$ cat src/inc/kco_pkg.sv
// Purpose: shared constants and decoders for the coefficient override bank
// Assumes: AXI4-Lite, 32-bit data, register index times four is the byte address
// Notes:   request fields are 2 bits; 01 counts as increment
package kco_pkg;

  // ==========================================================================
  // register indices and bus widths
  localparam int         KCO_AW         = 12;
  localparam logic [7:0] KCO_IDX_CTRL   = 8'hD0;
  localparam logic [7:0] KCO_IDX_STROBE = 8'hD1;
  localparam logic [7:0] KCO_IDX_STATUS = 8'hD2;
  localparam logic [7:0] KCO_IDX_WORD   = 8'hD4;
  localparam logic [7:0] KCO_IDX_COEF2  = 8'hE5;
  localparam logic [7:0] KCO_IDX_COEF3  = 8'hE9;

  // ==========================================================================
  // field positions
  localparam int KCO_BIT_PART_OVR = 16;
  localparam int KCO_BIT_LOC_OVR  = 17;
  localparam int KCO_BIT_NEW_WORD = 4;
  localparam int KCO_BIT_APPLY2   = 10;
  localparam int KCO_BIT_APPLY3   = 11;
  localparam int KCO_STAT0_LSB    = 0;
  localparam int KCO_STAT1_LSB    = 8;
  localparam int KCO_STAT2_LSB    = 16;
  localparam int KCO_STAT3_LSB    = 24;
  localparam int KCO_COEF_LSB     = 16;

  // ==========================================================================
  // reset values and encodings
  localparam logic       KCO_OVR_RST   = 1'b0;
  localparam logic [7:0] KCO_COEF_RST  = 8'h00;
  localparam logic [5:0] KCO_WORD_RST  = 6'h00;
  localparam logic [1:0] KCO_REQ_HOLD  = 2'h0;
  localparam logic [1:0] KCO_REQ_INC   = 2'h1;
  localparam logic [1:0] KCO_REQ_DEC   = 2'h2;
  localparam logic [1:0] KCO_RESP_OK   = 2'h0;
  localparam logic [1:0] KCO_RESP_DEC  = 2'h3;

  // byte address matches a register index
  function automatic logic kco_addr_hit(input logic [KCO_AW-1:0] addr, input logic [7:0] idx);
    return addr[KCO_AW-1:2] == {2'h0, idx};
  endfunction : kco_addr_hit

  // byte-lane merge of a write into an old image
  function automatic logic [31:0] kco_merge(input logic [31:0] old, input logic [31:0] wd,
                                           input logic [3:0] strb);
    logic [31:0] res;
    res = old;
    for (int i = 0; i < 4; i++) begin
      if (strb[i]) res[8*i +: 8] = wd[8*i +: 8];
    end
    return res;
  endfunction : kco_merge

  // one-hot {reserved, decrement, increment, hold}
  function automatic logic [3:0] kco_req_decode(input logic [1:0] req);
    logic [3:0] res;
    case (req)
      KCO_REQ_HOLD: res = 4'h1;
      KCO_REQ_INC:  res = 4'h2;
      KCO_REQ_DEC:  res = 4'h4;
      default:      res = 4'h8;
    endcase
    return res;
  endfunction : kco_req_decode

endpackage : kco_pkg

$ cat src/verilog/kco_coef_override_ctrl.sv
// Purpose: control and status bank for the per-lane coefficient override path
// Assumes: status and training word inputs come from logic on clk_in
// Notes:   strobes self clear after one cycle
//
// Notes on behaviour
// A 1 written to bit 10 loads the lane-2 transmit coefficients from the lane-2 field at bits 23:16.
// The lane-2 and lane-3 apply strobes act only while the local override enable is set.
// A 1 written to bit 11 loads the lane-3 transmit coefficients from the lane-3 field at bits 23:16.
// Lane-1 training status reads at bits 13:8 of the status register with the lane-0 layout.
// Lane-2 status reads at bits 21:16 and lane-3 status at bits 29:24, read-only.
// Software judges a frame lock error unrecoverable when the lane taps still equal the initial values.
// The lane-0 update register reflects the current training word sent by the local device on lane 0.
// The lane-0 update bits are writable only while the partner override enable is set.
// The update word carries post, main and pre requests in bits 5:4, 3:2 and 1:0 alike.
// Each request reads 00 as hold and 10 as decrement, and 11 is never taken as valid.
// Software sets the partner override enable before pulsing the new-word strobe at bit 4.
// The local override enable hands the local transmit coefficients to software.
// The partner override enable lets software choose the requests sent to the partner.
// A request of 01 means increment.
`timescale 1ns/1ps
module kco_coef_override_ctrl (
  // clock and reset
  input  wire logic                      clk_in,
  input  wire logic                      sys_rst_in,
  // AXI4-Lite write
  input  wire logic [kco_pkg::KCO_AW-1:0] s_axi_awaddr_in,
  input  wire logic                      s_axi_awvalid_in,
  output logic                           s_axi_awready_out,
  input  wire logic [31:0]               s_axi_wdata_in,
  input  wire logic [3:0]                s_axi_wstrb_in,
  input  wire logic                      s_axi_wvalid_in,
  output logic                           s_axi_wready_out,
  output logic      [1:0]                s_axi_bresp_out,
  output logic                           s_axi_bvalid_out,
  input  wire logic                      s_axi_bready_in,
  // AXI4-Lite read
  input  wire logic [kco_pkg::KCO_AW-1:0] s_axi_araddr_in,
  input  wire logic                      s_axi_arvalid_in,
  output logic                           s_axi_arready_out,
  output logic      [31:0]               s_axi_rdata_out,
  output logic      [1:0]                s_axi_rresp_out,
  output logic                           s_axi_rvalid_out,
  input  wire logic                      s_axi_rready_in,
  // training status per lane
  input  wire logic [5:0]                lane0_status_in,
  input  wire logic [5:0]                lane1_status_in,
  input  wire logic [5:0]                lane2_status_in,
  input  wire logic [5:0]                lane3_status_in,
  // training-generated update word for lane 0
  input  wire logic [5:0]                lt_coef_word_in,
  // local coefficient apply
  output logic                           lane2_coef_load_out,
  output logic      [7:0]                lane2_coef_out,
  output logic                           lane3_coef_load_out,
  output logic      [7:0]                lane3_coef_out,
  output logic                           local_rx_override_out,
  // partner update word
  output logic                           partner_coef_override_en_out,
  output logic      [5:0]                tx_coef_word_out,
  output logic                           tx_word_new_out,
  output logic      [2:0]                req_hold_out,
  output logic      [2:0]                req_inc_out,
  output logic      [2:0]                req_dec_out,
  output logic      [2:0]                req_rsvd_out
);
  import kco_pkg::*;

  typedef struct packed {
    logic       part_ovr;
    logic       loc_ovr;
    logic [7:0] coef2;
    logic [7:0] coef3;
    logic [5:0] sw_word;
    logic [5:0] word;
    logic       load2;
    logic       load3;
    logic       new_word;
  } kco_regs_t;

  kco_regs_t st_r;
  kco_regs_t st_nxt;

  logic                  wr_fire;
  logic [KCO_AW-1:0]     wr_addr;
  logic [31:0]           wr_data;
  logic [3:0]            wr_strb;
  logic                  wr_hit;
  logic                  rd_fire;
  logic [KCO_AW-1:0]     rd_addr;
  logic [31:0]           rd_data;
  logic                  rd_hit;

  logic [31:0]           ctrl_img;
  logic [31:0]           strb_img;
  logic [31:0]           stat_img;
  logic [31:0]           strobe_w;
  logic [31:0]           ctrl_w;
  logic                  sw_rsvd;
  logic                  word_wr;
  logic                  strobe_wr;
  // merge results
  logic [31:0]           coef2_w;
  logic [31:0]           coef3_w;
  logic [31:0]           word_w;
  logic [3:0]            fld_dec;

  // ==========================================================================
  // bus front end
  kco_axil_slave i_kco_axil_slave (
    .clk_in            (clk_in),
    .sys_rst_in        (sys_rst_in),
    .s_axi_awaddr_in   (s_axi_awaddr_in),
    .s_axi_awvalid_in  (s_axi_awvalid_in),
    .s_axi_awready_out (s_axi_awready_out),
    .s_axi_wdata_in    (s_axi_wdata_in),
    .s_axi_wstrb_in    (s_axi_wstrb_in),
    .s_axi_wvalid_in   (s_axi_wvalid_in),
    .s_axi_wready_out  (s_axi_wready_out),
    .s_axi_bresp_out   (s_axi_bresp_out),
    .s_axi_bvalid_out  (s_axi_bvalid_out),
    .s_axi_bready_in   (s_axi_bready_in),
    .s_axi_araddr_in   (s_axi_araddr_in),
    .s_axi_arvalid_in  (s_axi_arvalid_in),
    .s_axi_arready_out (s_axi_arready_out),
    .s_axi_rdata_out   (s_axi_rdata_out),
    .s_axi_rresp_out   (s_axi_rresp_out),
    .s_axi_rvalid_out  (s_axi_rvalid_out),
    .s_axi_rready_in   (s_axi_rready_in),
    .wr_fire_out       (wr_fire),
    .wr_addr_out       (wr_addr),
    .wr_data_out       (wr_data),
    .wr_strb_out       (wr_strb),
    .wr_hit_in         (wr_hit),
    .rd_fire_out       (rd_fire),
    .rd_addr_out       (rd_addr),
    .rd_data_in        (rd_data),
    .rd_hit_in         (rd_hit)
  );

  // ==========================================================================
  // request decode of the outgoing word
  kco_req_decode i_kco_req_decode (
    .word_in  (st_r.word),
    .hold_out (req_hold_out),
    .inc_out  (req_inc_out),
    .dec_out  (req_dec_out),
    .rsvd_out (req_rsvd_out)
  );

  // ==========================================================================
  // address decode and register images
  // index decode shared by the read and write sides
  function automatic logic kco_map_hit(input logic [KCO_AW-1:0] addr);
    return kco_addr_hit(addr, KCO_IDX_CTRL)   | kco_addr_hit(addr, KCO_IDX_STROBE) |
           kco_addr_hit(addr, KCO_IDX_STATUS) | kco_addr_hit(addr, KCO_IDX_WORD)   |
           kco_addr_hit(addr, KCO_IDX_COEF2)  | kco_addr_hit(addr, KCO_IDX_COEF3);
  endfunction : kco_map_hit

  assign wr_hit = kco_map_hit(wr_addr);
  assign rd_hit = kco_map_hit(rd_addr);
  assign word_wr   = wr_fire & kco_addr_hit(wr_addr, KCO_IDX_WORD);
  assign strobe_wr = wr_fire & kco_addr_hit(wr_addr, KCO_IDX_STROBE);

  always_comb begin
    ctrl_img = 32'h0;
    ctrl_img[KCO_BIT_PART_OVR] = st_r.part_ovr;
    ctrl_img[KCO_BIT_LOC_OVR]  = st_r.loc_ovr;
    strb_img = 32'h0;
    strb_img[KCO_BIT_NEW_WORD] = st_r.new_word;
    strb_img[KCO_BIT_APPLY2]   = st_r.load2;
    strb_img[KCO_BIT_APPLY3]   = st_r.load3;
    // reserved bits between the fields read zero
    stat_img = 32'h0;
    stat_img[KCO_STAT0_LSB +: 6] = lane0_status_in;
    stat_img[KCO_STAT1_LSB +: 6] = lane1_status_in;
    stat_img[KCO_STAT2_LSB +: 6] = lane2_status_in;
    stat_img[KCO_STAT3_LSB +: 6] = lane3_status_in;
    ctrl_w   = kco_merge(ctrl_img, wr_data, wr_strb);
    strobe_w = kco_merge(32'h0, wr_data, wr_strb);
    coef2_w  = kco_merge({8'h0, st_r.coef2, 16'h0}, wr_data, wr_strb);
    coef3_w  = kco_merge({8'h0, st_r.coef3, 16'h0}, wr_data, wr_strb);
    word_w   = kco_merge({26'h0, st_r.sw_word}, wr_data, wr_strb);
    // a word holding 11 in any field is never sent as a request
    sw_rsvd = 1'b0;
    fld_dec = 4'h0;
    for (int i = 0; i < 3; i++) begin
      fld_dec = kco_req_decode(st_r.sw_word[2*i +: 2]);
      sw_rsvd = sw_rsvd | fld_dec[3];
    end
  end

  // ==========================================================================
  // read mux
  always_comb begin
    rd_data = 32'h0;
    if (kco_addr_hit(rd_addr, KCO_IDX_CTRL)) begin
      rd_data = ctrl_img;
    end else if (kco_addr_hit(rd_addr, KCO_IDX_STROBE)) begin
      rd_data = strb_img;
    end else if (kco_addr_hit(rd_addr, KCO_IDX_STATUS)) begin
      rd_data = stat_img;
    end else if (kco_addr_hit(rd_addr, KCO_IDX_WORD)) begin
      rd_data[5:0] = st_r.word;
    end else if (kco_addr_hit(rd_addr, KCO_IDX_COEF2)) begin
      rd_data[KCO_COEF_LSB +: 8] = st_r.coef2;
    end else if (kco_addr_hit(rd_addr, KCO_IDX_COEF3)) begin
      rd_data[KCO_COEF_LSB +: 8] = st_r.coef3;
    end
  end

  // ==========================================================================
  // register update
  always_comb begin
    st_nxt          = st_r;
    st_nxt.load2    = 1'b0;
    st_nxt.load3    = 1'b0;
    st_nxt.new_word = 1'b0;
    if (wr_fire && kco_addr_hit(wr_addr, KCO_IDX_CTRL)) begin
      st_nxt.part_ovr = ctrl_w[KCO_BIT_PART_OVR];
      st_nxt.loc_ovr  = ctrl_w[KCO_BIT_LOC_OVR];
    end
    if (strobe_wr) begin
      st_nxt.load2    = strobe_w[KCO_BIT_APPLY2] & st_r.loc_ovr;
      st_nxt.load3    = strobe_w[KCO_BIT_APPLY3] & st_r.loc_ovr;
      st_nxt.new_word = strobe_w[KCO_BIT_NEW_WORD] & st_r.part_ovr & ~sw_rsvd;
    end
    if (wr_fire && kco_addr_hit(wr_addr, KCO_IDX_COEF2)) begin
      st_nxt.coef2 = coef2_w[KCO_COEF_LSB +: 8];
    end
    if (wr_fire && kco_addr_hit(wr_addr, KCO_IDX_COEF3)) begin
      st_nxt.coef3 = coef3_w[KCO_COEF_LSB +: 8];
    end
    // outside override the software copy follows training so that enabling starts from live value
    if (!st_r.part_ovr) begin
      st_nxt.sw_word = lt_coef_word_in;
    end else if (word_wr) begin
      st_nxt.sw_word = word_w[5:0];
    end
    st_nxt.word = st_r.part_ovr ? st_r.sw_word : lt_coef_word_in;
  end

  always_ff @(posedge clk_in or posedge sys_rst_in) begin
    if (sys_rst_in) begin
      st_r <= '{part_ovr: KCO_OVR_RST, loc_ovr: KCO_OVR_RST,
                coef2: KCO_COEF_RST, coef3: KCO_COEF_RST,
                sw_word: KCO_WORD_RST, word: KCO_WORD_RST,
                load2: 1'b0, load3: 1'b0, new_word: 1'b0};
    end else begin
      st_r <= st_nxt;
    end
  end

  // ==========================================================================
  // outputs
  assign lane2_coef_load_out          = st_r.load2;
  assign lane2_coef_out               = st_r.coef2;
  assign lane3_coef_load_out          = st_r.load3;
  assign lane3_coef_out               = st_r.coef3;
  assign local_rx_override_out        = st_r.loc_ovr;
  assign partner_coef_override_en_out = st_r.part_ovr;
  assign tx_coef_word_out             = st_r.word;
  assign tx_word_new_out              = st_r.new_word;
endmodule : kco_coef_override_ctrl

$ cat src/verilog/kco_req_decode.sv
// Purpose: splits the coefficient update word into per-tap request flags
// Assumes: word bits 5:4 post, 3:2 main, 1:0 pre
// Notes:   index 2 is post-cursor, 1 main, 0 pre-cursor
`timescale 1ns/1ps
module kco_req_decode (
  // word
  input  wire logic [5:0] word_in,
  // flags
  output logic      [2:0] hold_out,
  output logic      [2:0] inc_out,
  output logic      [2:0] dec_out,
  output logic      [2:0] rsvd_out
);
  import kco_pkg::*;

  // ==========================================================================
  // per-field decode
  for (genvar g = 0; g < 3; g++) begin : g_fld
    assign {rsvd_out[g], dec_out[g], inc_out[g], hold_out[g]} = kco_req_decode(word_in[2*g +: 2]);
  end

endmodule : kco_req_decode

$ cat src/verilog/kco_axil_slave.sv
// Purpose: AXI4-Lite slave front end, one write and one read in flight
// Assumes: register image answers combinationally to the held address
// Notes:   answer one edge after address and data are both held
`timescale 1ns/1ps
module kco_axil_slave (
  // clock and reset
  input  wire logic                      clk_in,
  input  wire logic                      sys_rst_in,
  // write channels
  input  wire logic [kco_pkg::KCO_AW-1:0] s_axi_awaddr_in,
  input  wire logic                      s_axi_awvalid_in,
  output logic                           s_axi_awready_out,
  input  wire logic [31:0]               s_axi_wdata_in,
  input  wire logic [3:0]                s_axi_wstrb_in,
  input  wire logic                      s_axi_wvalid_in,
  output logic                           s_axi_wready_out,
  output logic      [1:0]                s_axi_bresp_out,
  output logic                           s_axi_bvalid_out,
  input  wire logic                      s_axi_bready_in,
  // read channels
  input  wire logic [kco_pkg::KCO_AW-1:0] s_axi_araddr_in,
  input  wire logic                      s_axi_arvalid_in,
  output logic                           s_axi_arready_out,
  output logic      [31:0]               s_axi_rdata_out,
  output logic      [1:0]                s_axi_rresp_out,
  output logic                           s_axi_rvalid_out,
  input  wire logic                      s_axi_rready_in,
  // register side
  output logic                           wr_fire_out,
  output logic      [kco_pkg::KCO_AW-1:0] wr_addr_out,
  output logic      [31:0]               wr_data_out,
  output logic      [3:0]                wr_strb_out,
  input  wire logic                      wr_hit_in,
  output logic                           rd_fire_out,
  output logic      [kco_pkg::KCO_AW-1:0] rd_addr_out,
  input  wire logic [31:0]               rd_data_in,
  input  wire logic                      rd_hit_in
);
  import kco_pkg::*;

  typedef struct packed {
    logic              aw_v;
    logic [KCO_AW-1:0] aw_a;
    logic              w_v;
    logic [31:0]       w_d;
    logic [3:0]        w_s;
    logic              b_v;
    logic [1:0]        b_r;
    logic              ar_v;
    logic [KCO_AW-1:0] ar_a;
    logic              r_v;
    logic [1:0]        r_r;
    logic [31:0]       r_d;
  } kco_axi_t;

  kco_axi_t st_r;
  kco_axi_t st_nxt;

  // ==========================================================================
  // handshakes
  assign s_axi_awready_out = !st_r.aw_v;
  assign s_axi_wready_out  = !st_r.w_v;
  assign s_axi_arready_out = !st_r.ar_v;
  assign wr_fire_out       = st_r.aw_v & st_r.w_v & ~st_r.b_v;
  assign rd_fire_out       = st_r.ar_v & ~st_r.r_v;
  assign wr_addr_out       = st_r.aw_a;
  assign wr_data_out       = st_r.w_d;
  assign wr_strb_out       = st_r.w_s;
  assign rd_addr_out       = st_r.ar_a;
  assign s_axi_bvalid_out  = st_r.b_v;
  assign s_axi_bresp_out   = st_r.b_r;
  assign s_axi_rvalid_out  = st_r.r_v;
  assign s_axi_rresp_out   = st_r.r_r;
  assign s_axi_rdata_out   = st_r.r_d;

  always_comb begin
    st_nxt = st_r;
    if (s_axi_awvalid_in && !st_r.aw_v) begin
      st_nxt.aw_v = 1'b1;
      st_nxt.aw_a = s_axi_awaddr_in;
    end
    if (s_axi_wvalid_in && !st_r.w_v) begin
      st_nxt.w_v = 1'b1;
      st_nxt.w_d = s_axi_wdata_in;
      st_nxt.w_s = s_axi_wstrb_in;
    end
    if (st_r.b_v && s_axi_bready_in) st_nxt.b_v = 1'b0;
    if (wr_fire_out) begin
      st_nxt.aw_v = 1'b0;
      st_nxt.w_v  = 1'b0;
      st_nxt.b_v  = 1'b1;
      st_nxt.b_r  = wr_hit_in ? KCO_RESP_OK : KCO_RESP_DEC;
    end
    if (s_axi_arvalid_in && !st_r.ar_v) begin
      st_nxt.ar_v = 1'b1;
      st_nxt.ar_a = s_axi_araddr_in;
    end
    if (st_r.r_v && s_axi_rready_in) st_nxt.r_v = 1'b0;
    if (rd_fire_out) begin
      st_nxt.ar_v = 1'b0;
      st_nxt.r_v  = 1'b1;
      st_nxt.r_r  = rd_hit_in ? KCO_RESP_OK : KCO_RESP_DEC;
      st_nxt.r_d  = rd_hit_in ? rd_data_in : 32'h0;
    end
  end

  always_ff @(posedge clk_in or posedge sys_rst_in) begin
    if (sys_rst_in) st_r <= '0;
    else            st_r <= st_nxt;
  end

endmodule : kco_axil_slave

$ cat config.mk
export PLATFORM = sky130hd
export DESIGN_NAME = kco_coef_override_ctrl
export DESIGN_NICKNAME = d
export VERILOG_FILES = /design/src/inc/kco_pkg.sv /design/src/verilog/kco_coef_override_ctrl.sv /design/src/verilog/kco_req_decode.sv /design/src/verilog/kco_axil_slave.sv
export SDC_FILE = /design/constraint.sdc
export NUM_CORES = 1
export LEC_CHECK = 0
export ABC_AREA = 1
export BUFFER_PORTS_ARGS = -buffer_cell sky130_fd_sc_hd__buf_2
export CAP_MARGIN = 40
export CELL_PAD_IN_SITES_DETAIL_PLACEMENT = 1
export CELL_PAD_IN_SITES_GLOBAL_PLACEMENT = 2
export CORE_MARGIN = 5
export CORE_UTILIZATION = 30
export CTS_CLUSTER_DIAMETER = 80
export DETAILED_ROUTE_END_ITERATION = 7
export PLACE_DENSITY = 0.83
export SYNTH_ARGS = -nofsm -noshare
export SYNTH_HDL_FRONTEND = slang
export SYNTH_SLANG_ARGS = --single-unit
$ cat constraint.sdc
create_clock -name clk_in -period 9.5 [get_ports clk_in]
set_input_delay 0.95 -clock clk_in [delete_from_list [all_inputs] [get_ports clk_in]]
set_output_delay 0.95 -clock clk_in [all_outputs]
set_load 0.03 [all_outputs]
; Word level (Yosys, flattened, before mapping)
; Cells that the tools add are included.
[classes]
muxes = 36
reduce_logical = 26
n_bitwise = 24
n_eq_ne = 26
[op_table]
columns = op, n
row1 = 10-bit by 8-bit == test with 1-bit output (second input constant), 12
row2 = 30-bit 2-to-1 mux, 3
row3 = 4-bit case mux with 3 select lines, 6
row4 = 6-bit 2-to-1 mux, 7
row5 = 8-bit 2-to-1 mux, 5
row6 = 37-bit 2-to-1 mux, 1
row7 = 35-bit 2-to-1 mux, 1
row8 = 13-bit 2-to-1 mux, 2
row9 = 2-bit by 1-bit == test with 1-bit output (second input constant), 6
row10 = 2-bit == test (second input constant), 6
row11 = 2-bit logical NOT, 6
row12 = 1-bit bitwise OR, 12
row13 = 2-bit nonzero test, 5
row14 = 1-bit AND, 9
row15 = 1-bit logical AND, 8
row16 = 2-bit AND reduction, 4
row17 = 3-bit 2-to-1 mux, 2
row18 = 1-bit 2-to-1 mux, 5
row19 = 5-bit 2-to-1 mux, 1
row20 = 2-bit 2-to-1 mux, 2
row21 = 4-bit 2-to-1 mux, 1
row22 = 2-bit by 1-bit inequality test with 1-bit output (second input constant), 2
row23 = 1-bit logical NOT, 3
row24 = 1-bit inverter, 3
[word_totals]
elab_cells = 133
output_inout_bits = 80
inputBits = 97
regBits = 134

; Logic depth before layout (Yosys ltp)
; Gate-level depths: netlist of the first run.
[logic_depth]
ltp_word = 9
mapped_depth = 10
ltp_nobuf = 10

; Cells and area by module
; A second synthesis of the first run with hierarchy kept.
[unflattened]
hier_cells = 860
area_unflattened_um2 = 7018.0
[by_module_without_submodules]
columns = module, seq_area_each_um2, instances, cells_each, area_per_inst_um2
row1 = kco_axil_slave, 2477.4, 1, 526, 4724.5
row2 = kco_coef_override_ctrl, 825.8, 1, 313, 2214.6
row3 = kco_req_decode, 0.0, 1, 21, 78.8

; Least setup slack after synthesis of the first run
; OpenSTA, ideal clock, no wires.
[synth_timing]
kind = register to output
from = register st_r (netlist bit tx_coef_word_out[4])
to = output port req_inc_out[2]
required_ns = 8.550
arrival_time_ns = 0.837
n_path_buf = 0
setup_slack_ns = 7.713
stages_incl_launch_ff = 3
path_cell_list = dfrtp_1 > inv_1 > nor2_1
[synth_via]
elab_chain_cells = 2
elab_cells_between_ends = 4
classes_between = eq/ne: 2 / mux: 1 / reduce/logical: 1
[synth_rtl]
columns = item, line
row1 = "start, declared", kco_coef_override_ctrl.sv:80  ; kco_regs_t st_r;
row2 = "start signal, assigned", kco_coef_override_ctrl.sv:244  ; st_r <= '{part_ovr: KCO_OVR_RST, loc_ovr: KCO_OVR_RST,
row3 = "start signal, assigned", kco_coef_override_ctrl.sv:249  ; st_r <= st_nxt;
row4 = 2-bit == test (tied with other cells), kco_pkg.sv:59  ; case (req)
row5 = 4-bit case mux with 3 select lines *, kco_pkg.sv:59
row6 = "end, declared", kco_coef_override_ctrl.sv:62  ; output logic [2:0] req_inc_out,
; Every way passes the cells marked *; elsewhere a longest branch is shown, timed or not.

; Worst setup path after layout of the first run
[layout_timing]
from = register st_r (netlist bit partner_coef_override_en_out)
to = output port partner_coef_override_en_out
[layout_lines]
columns = item, line
row1 = "end, declared", kco_coef_override_ctrl.sv:58  ; output logic partner_coef_override_en_out,
; No word-level cell between the ends.

==> flow_summary.ini, run 1 <==
[die]
core_um2 = 17060
start_util_pct = 30.22
row_count = 48
die_area_um2 = 19900
pin_count = 177
die_w_um = 141.1
die_y_um = 141.1

[synth]
ys_seq_elements = 105
yosysSeqAreaShare_pct = 50.98
syn_area_um2 = 5154
yosysUniqueCellTypes = 28
synth-warning-count = 0
synth_flop_cell = dfrtp_1
ys_async_sr_fraction_pct = 100.0
synth-edff-count = 0
syn_avg_cell_area_um2 = 8.353
syn_inst = 617

[critical_path]
required_ns = 8.55
cpLargestDelayFamily = flip-flops
crit_chain = buf_2
slowest_delay_ns = 0.72
crit_slowest_cell = dfrtp_1
crit_buf_inv = 1
rrSetupSlack_ns = 7.52
cp.arrival_ns = 1.40
r2r_start = i_kco_axil_slave.rd_addr_out[11]$_DFFE_PP0P_
reg2reg_depth = 9
critPathMaxFanout = 18
end_kind = output port
critPathLaunchType = flop
timing.rr.end = i_kco_axil_slave.s_axi_rdata_out[16]$_DFFE_PP0P_
worstSetupPathType = flop to output port

[power]
net-switching-power_mw = 0.5300
switching_share_pct = 37.89
clkPwrFrac_pct = 27.3
vdd_drop_max_v = 0.0001825
p_comb_share_pct = 29.2
power_density_nw_per_um2 = 231.8
share_seq_of_total_power_pct = 43.6
p_int_mw = 0.8687
power.leakage_nw = 3.220

[drt]
viasPerCell = 4.564
drc = 0
drtIter0Drc = 184
post_drt_wl_per_cell_um = 15.55
wirelength_mm = 14.62
route.vias.total = 4290
firstDrtPassIters = 4
ant_nets = 0

[timing]
hold_ws_ns = 0.4755
fmax_mhz = 425.7
slew_viol_final = 0
setup_ws_ns = 7.151
fin_crit_sh_pct = 24.73
slew-limit-headroom_pct = 46.97
tns_ns = 0
fin_crit_ns = 2.349
hold_viol = 0
rsz0062_at_grt = no
worst-slew-pin-transition_ns = 0.7954
setup_violations = 0
skew_ns = 0.007463

[clock_network]
numCtsBuffers = 9
cts_buffer_depth = 2
clk_pin_slew_worst_paths_ns = 0.07
clock_sinks = 105
htreeDepth = 3
cts_tree = built
clk_latency_ns = 0.35
post_cts_buffers = 0
holdBufCountCts = 0
cts_root_buf = clkbuf_16
cts_resized = 0

[place]
port_buffers = 149
place_area_um2 = 5731
place_congestion = 0.7810
hpwl_mm = 11.45
post-place-ws_ns = 7.158

[cells_and_area]
syn2layout_area_growth_pct = 17.09
drive_gt1_share_pct = 27.41
fin_area_um2 = 6035
final_util_pct = 35.38
nNetsFinal = 807
fill_cells = 2089
final_common_cell = buf_2
antenna_cells = 0
final_cell_mix = buf_2 (149), nand2_1 (143), dfrtp_1 (105)

[global_route]
grt_max_degree = 63
antenna_found_initial = 0
grt_pass1_vias = 4596
grt_overflow = 0
grt_pass1_wl_mm = 23.81
grt_usage_pct = 14.95

[hold_path]
hp-class = flop to flop
hold_depth = 2
worstHoldStart = i_kco_axil_slave.s_axi_rdata_out[16]$_DFFE_PP0P_
hold_end = i_kco_axil_slave.s_axi_rdata_out[16]$_DFFE_PP0P_

[run_status]
status = completed

[run]
maxCapViolCount = 0
-- worst max path at each step --
stage | end | cells after the start | from | slack (ns)
3_5_place_dp | i_kco_axil_slave.s_axi_rdata_out[5]$_DFFE_PP0P_ | 3 | sys_rst_in | 7.16
5_1_grt | partner_coef_override_en_out | 1 | partner_coef_override_en_out$_DFFE_PP0P_ | 7.04
6_report | partner_coef_override_en_out | 1 | partner_coef_override_en_out$_DFFE_PP0P_ | 7.15
3_3_place_gp | i_kco_axil_slave.s_axi_rdata_out[2]$_DFFE_PP0P_ | 3 | sys_rst_in | 7.22
2_1_floorplan | i_kco_axil_slave.rd_addr_out[10]$_DFFE_PP0P_ | 1 | sys_rst_in | 5.79
4_1_cts | partner_coef_override_en_out | 1 | partner_coef_override_en_out$_DFFE_PP0P_ | 7.12
-- cell usage after synthesis, types with 2 or more instances --
master    count  area [um2]
nand2_1     143       536.8
dfrtp_1     105        2628
nor2_1       64       240.2
inv_1        59       221.5
buf_4        58       435.4
nand3_1      36       180.2
a21oi_1      32       160.2
o21ai_0      29       145.1
o21ai_1      21       105.1
nand4_1      17       106.4
clkbuf_1     12       45.04
mux2_2       10       112.6
buf_2         5       25.02
nor2_2        4       25.02
nor3_1        3       15.01
nor3_2        3       30.03
a21o_1        2       15.01
inv_2         2       7.510
nand3_2       2       20.02
nor2_4        2       22.52
-- metal layers --
layer	global-route usage, %	part of all wire, %	up-vias
met1	19.18	45	2068
met5	0	0	-
li1	-	-	2100
met4	4.946	1.6	0
met2	24.45	47	107
met3	4.104	6.2	15
-- sequential cells by signal, indices dropped and copies added, names as in the netlist --
name,flops
i_kco_axil_slave.wr_addr_out,10
i_kco_axil_slave.s_axi_rdata_out,26
lane2_coef_load_out,1
i_kco_axil_slave.wr_data_out,16
st_r,6
lane2_coef_out,8
i_kco_axil_slave.s_axi_bresp_out,1
i_kco_axil_slave.st_r,3
lane3_coef_load_out,1
lane3_coef_out,8
i_kco_axil_slave.s_axi_bvalid_out,1
local_rx_override_out,1
tx_word_new_out,1
i_kco_axil_slave.s_axi_rresp_out,1
tx_coef_word_out,6
i_kco_axil_slave.s_axi_rvalid_out,1
partner_coef_override_en_out,1
i_kco_axil_slave.rd_addr_out,10
i_kco_axil_slave.wr_strb_out,3
-- power groups by stage --
stage | clock network, mW | registers (mW) | logic, mW
after floorplan | 0 | 0.608 | 0.303
after global placement | 0 | 0.611 | 0.390
after detailed placement | 0 | 0.618 | 0.415
after CTS | 0.393 | 0.610 | 0.417
after global routing | 0.409 | 0.622 | 0.464
final | 0.381 | 0.609 | 0.408
-- through the flow --
stage	cells	power, mW
detailed placement	924	1.034
floorplan	622	0.9115
finish	940	1.399
global placement	923	1.001
CTS	940	1.421
global route	940	1.495
-- logic make-up (layout without fill, tap and decap cells) --
kind of cell | count (synthesis) | after routing | share of synthesized area [%]
AO/OA/AOI/OAI | 86 | 86 | 8.570
buffers and inverters | 137 | 230 | 14.32
flip-flops | 105 | 105 | 50.98
multiplexers | 10 | 10 | 2.185
other | 1 | 6 | 0.07276
AND/OR/NAND/NOR | 278 | 278 | 23.86
-- area by class of cell --
type / count / area [um2] / share of cell area [%]
clock buffer: 9 / 225.2 / 3.732
clock inverter: 7 / 78.83 / 1.306
inverter: 61 / 231.5 / 3.836
multi-input combinational: 380 / 1807 / 29.94
sequential: 105 / 2628 / 43.54
tap: 225 / 281.5 / 4.665
timing repair buffer: 153 / 783.3 / 12.98
-- worst min-delay path, stage by stage, from the launching register on --
cell	delay [ns]
dfrtp_1	0.34
nand2_1	0.05
nand2_1	0.05
Power figures use the tool's default switching activity.
==> inputs of run 2 (changes only) <==
--- a/config.mk
+++ b/config.mk
@@ -11,10 +11,10 @@
 export CELL_PAD_IN_SITES_DETAIL_PLACEMENT = 1
 export CELL_PAD_IN_SITES_GLOBAL_PLACEMENT = 2
 export CORE_MARGIN = 5
-export CORE_UTILIZATION = 30
+export CORE_UTILIZATION = 28
 export CTS_CLUSTER_DIAMETER = 80
 export DETAILED_ROUTE_END_ITERATION = 7
-export PLACE_DENSITY = 0.83
+export PLACE_DENSITY = 0.78
 export SYNTH_ARGS = -nofsm -noshare
 export SYNTH_HDL_FRONTEND = slang
 export SYNTH_SLANG_ARGS = --single-unit
==> constraint.sdc (replaced) <==
create_clock -name clk_in -period 2.3 [get_ports clk_in]
set_input_delay 0.23 -clock clk_in [delete_from_list [all_inputs] [get_ports clk_in]]
set_output_delay 0.23 -clock clk_in [all_outputs]
set_load 0.03 [all_outputs]
==> flow_summary.ini, run 2 (same netlist as run 1, synthesis figures left out) <==
[timing]
skew_ns = 0.006446
hold_viol = 0
rsz0062_at_grt = no
fin_crit_sh_pct = 74.96
fin_crit_ns = 1.724
setup_violations = 0
slew-limit-headroom_pct = 58.88
tns_ns = 0
worst-slew-pin-transition_ns = 0.6152
slew_viol_final = 0
fmax_mhz = 580.0

[place]
hpwl_mm = 11.54
port_buffers = 149
place_congestion = 0.7827

[cells_and_area]
final_common_cell = buf_2
multi_input_area_um2 = 1807
nNetsFinal = 809
antenna_cells = 0
final_cell_mix = buf_2 (149), nand2_1 (143), dfrtp_1 (105)
seqCellArea_um2 = 2628
drive_gt1_share_pct = 27.34
final_util_pct = 33.61
syn2layout_area_growth_pct = 17.55
fill_cells = 2207
largest_reg_flops = 26

[power]
power.leakage_nw = 3.230
power_density_nw_per_um2 = 949.0
vdd_drop_max_v = 0.0006462

[die]
pin_count = 177
die_area_um2 = 21220
start_util_pct = 28.59
core_um2 = 18020
die_y_um = 145.7
die_w_um = 145.7
row_count = 49

[critical_path]
slowest_delay_ns = 0.41
path_common_cell = nand2_1
crit_chain = nor2_4, nand2_1, nor2_2, o21ai_1, nand3_1, nand2_1, inv_1, nand2_1, nand2_1
critPathMaxFanout = 15
crit_slowest_cell = dfrtp_1
cp.arrival_ns = 2.01
worstSetupPathType = flop to flop
end_kind = flop
required_ns = 2.58
critPathLaunchType = flop

[clock_network]
cts_tree = built
clock_sinks = 105
cts_resized = 0
holdBufCountCts = 0
cts_buffer_depth = 2
cts_root_buf = clkbuf_16
post_cts_buffers = 0
clk_pin_slew_worst_paths_ns = 0.07
htreeDepth = 3
numCtsBuffers = 9
clk_latency_ns = 0.35

[drt]
route.vias.total = 4215
drtIter0Drc = 180
firstDrtPassIters = 4
wirelength_mm = 14.59
drc = 0
viasPerCell = 4.456
ant_nets = 0
post_drt_wl_per_cell_um = 15.42

[global_route]
grt_overflow = 0
use_met2_pct = 22.27
grt_usage_pct = 13.91
antenna_found_initial = 1
busiest_layer = met2
grt_pass1_wl_mm = 24.26
use_met3_pct = 4.671
grtUsageMet1_pct = 18.12
grt_max_degree = 106
grt_pass1_vias = 4542

[hold_path]
hp-class = primary input to asynchronous set/reset pin

[run]
maxCapViolCount = 0

[run_status]
status = completed
==> run 2: final cells by class <==
cell class	instances	area share, %
inverter	61	3.841
clock buffer	11	3.841
clock inverter	5	0.9294
timing repair buffer	155	13.47
sequential	105	43.37
multi-input combinational	380	29.82
tap	229	4.729
==> run 2: path summary, 6_finish.rpt <==
kind                                                             startpoint                                          endpoint  slack, ns  cells after the start
max                            i_kco_axil_slave.rd_addr_out[11]$_DFFE_PP0P_  i_kco_axil_slave.s_axi_rdata_out[16]$_DFFE_PP0P_       0.58                      9
min                                                              sys_rst_in       i_kco_axil_slave.wr_addr_out[8]$_DFFE_PP0P_       0.03                      3
max reg2reg                    i_kco_axil_slave.rd_addr_out[11]$_DFFE_PP0P_  i_kco_axil_slave.s_axi_rdata_out[16]$_DFFE_PP0P_       0.58                      9
min reg2reg                i_kco_axil_slave.s_axi_rdata_out[11]$_DFFE_PP0P_  i_kco_axil_slave.s_axi_rdata_out[11]$_DFFE_PP0P_       0.48                      2
max in group asynchronous                                        sys_rst_in   i_kco_axil_slave.s_axi_rdata_out[0]$_DFFE_PP0P_       1.81                      3
min in group clk_in                                         s_axi_bready_in     i_kco_axil_slave.s_axi_bvalid_out$_DFFE_PP0P_       0.08                      2
==> run 2: power by group <==
group | internal, mW | total, mW | leakage [nW] | switching, mW
combinational | 0.501 | 1.70 | 1.78 | 1.20
clock | 0.844 | 1.53 | 0.139 | 0.683
sequential | 2.25 | 2.52 | 1.31 | 0.264
total | 3.60 | 5.75 | 3.23 | 2.15
==> run 2: per-stage QoR <==
step | area, um2 | hold WS [ns] | setup slack [ns] | power [mW] | cells
global route | 6058 | 0.06795 | 0.3159 | 6.186 | 946
detailed placement | 5769 | 0.4461 | 0.5511 | 4.296 | 930
global placement | 5769 | 0.4196 | 0.6372 | 4.182 | 930
floorplan | 5176 | 0.3264 | 0.8105 | 3.765 | 622
finish | 6058 | 0.02931 | 0.5759 | 5.749 | 946
CTS | 6058 | 0.06028 | 0.5352 | 5.865 | 946
==> run 2: metal layers <==
| layer | part of all wire (%) | wire, um |
|---|---|---|
| met1 | 47 | 6792 |
| met2 | 46 | 6705 |
| met3 | 6.0 | 872 |
| met4 | 1.4 | 201 |
| met5 | 0.089 | 13 |
==> run 2: worst max-delay path: cells and delay by family, from the launching register on <==
kind,cells,cell delay [ns]
AO/OA/AOI/OAI,1,0.14
buffers and inverters,1,0.08
flip-flops,1,0.41
AND/OR/NAND/NOR,7,1.03
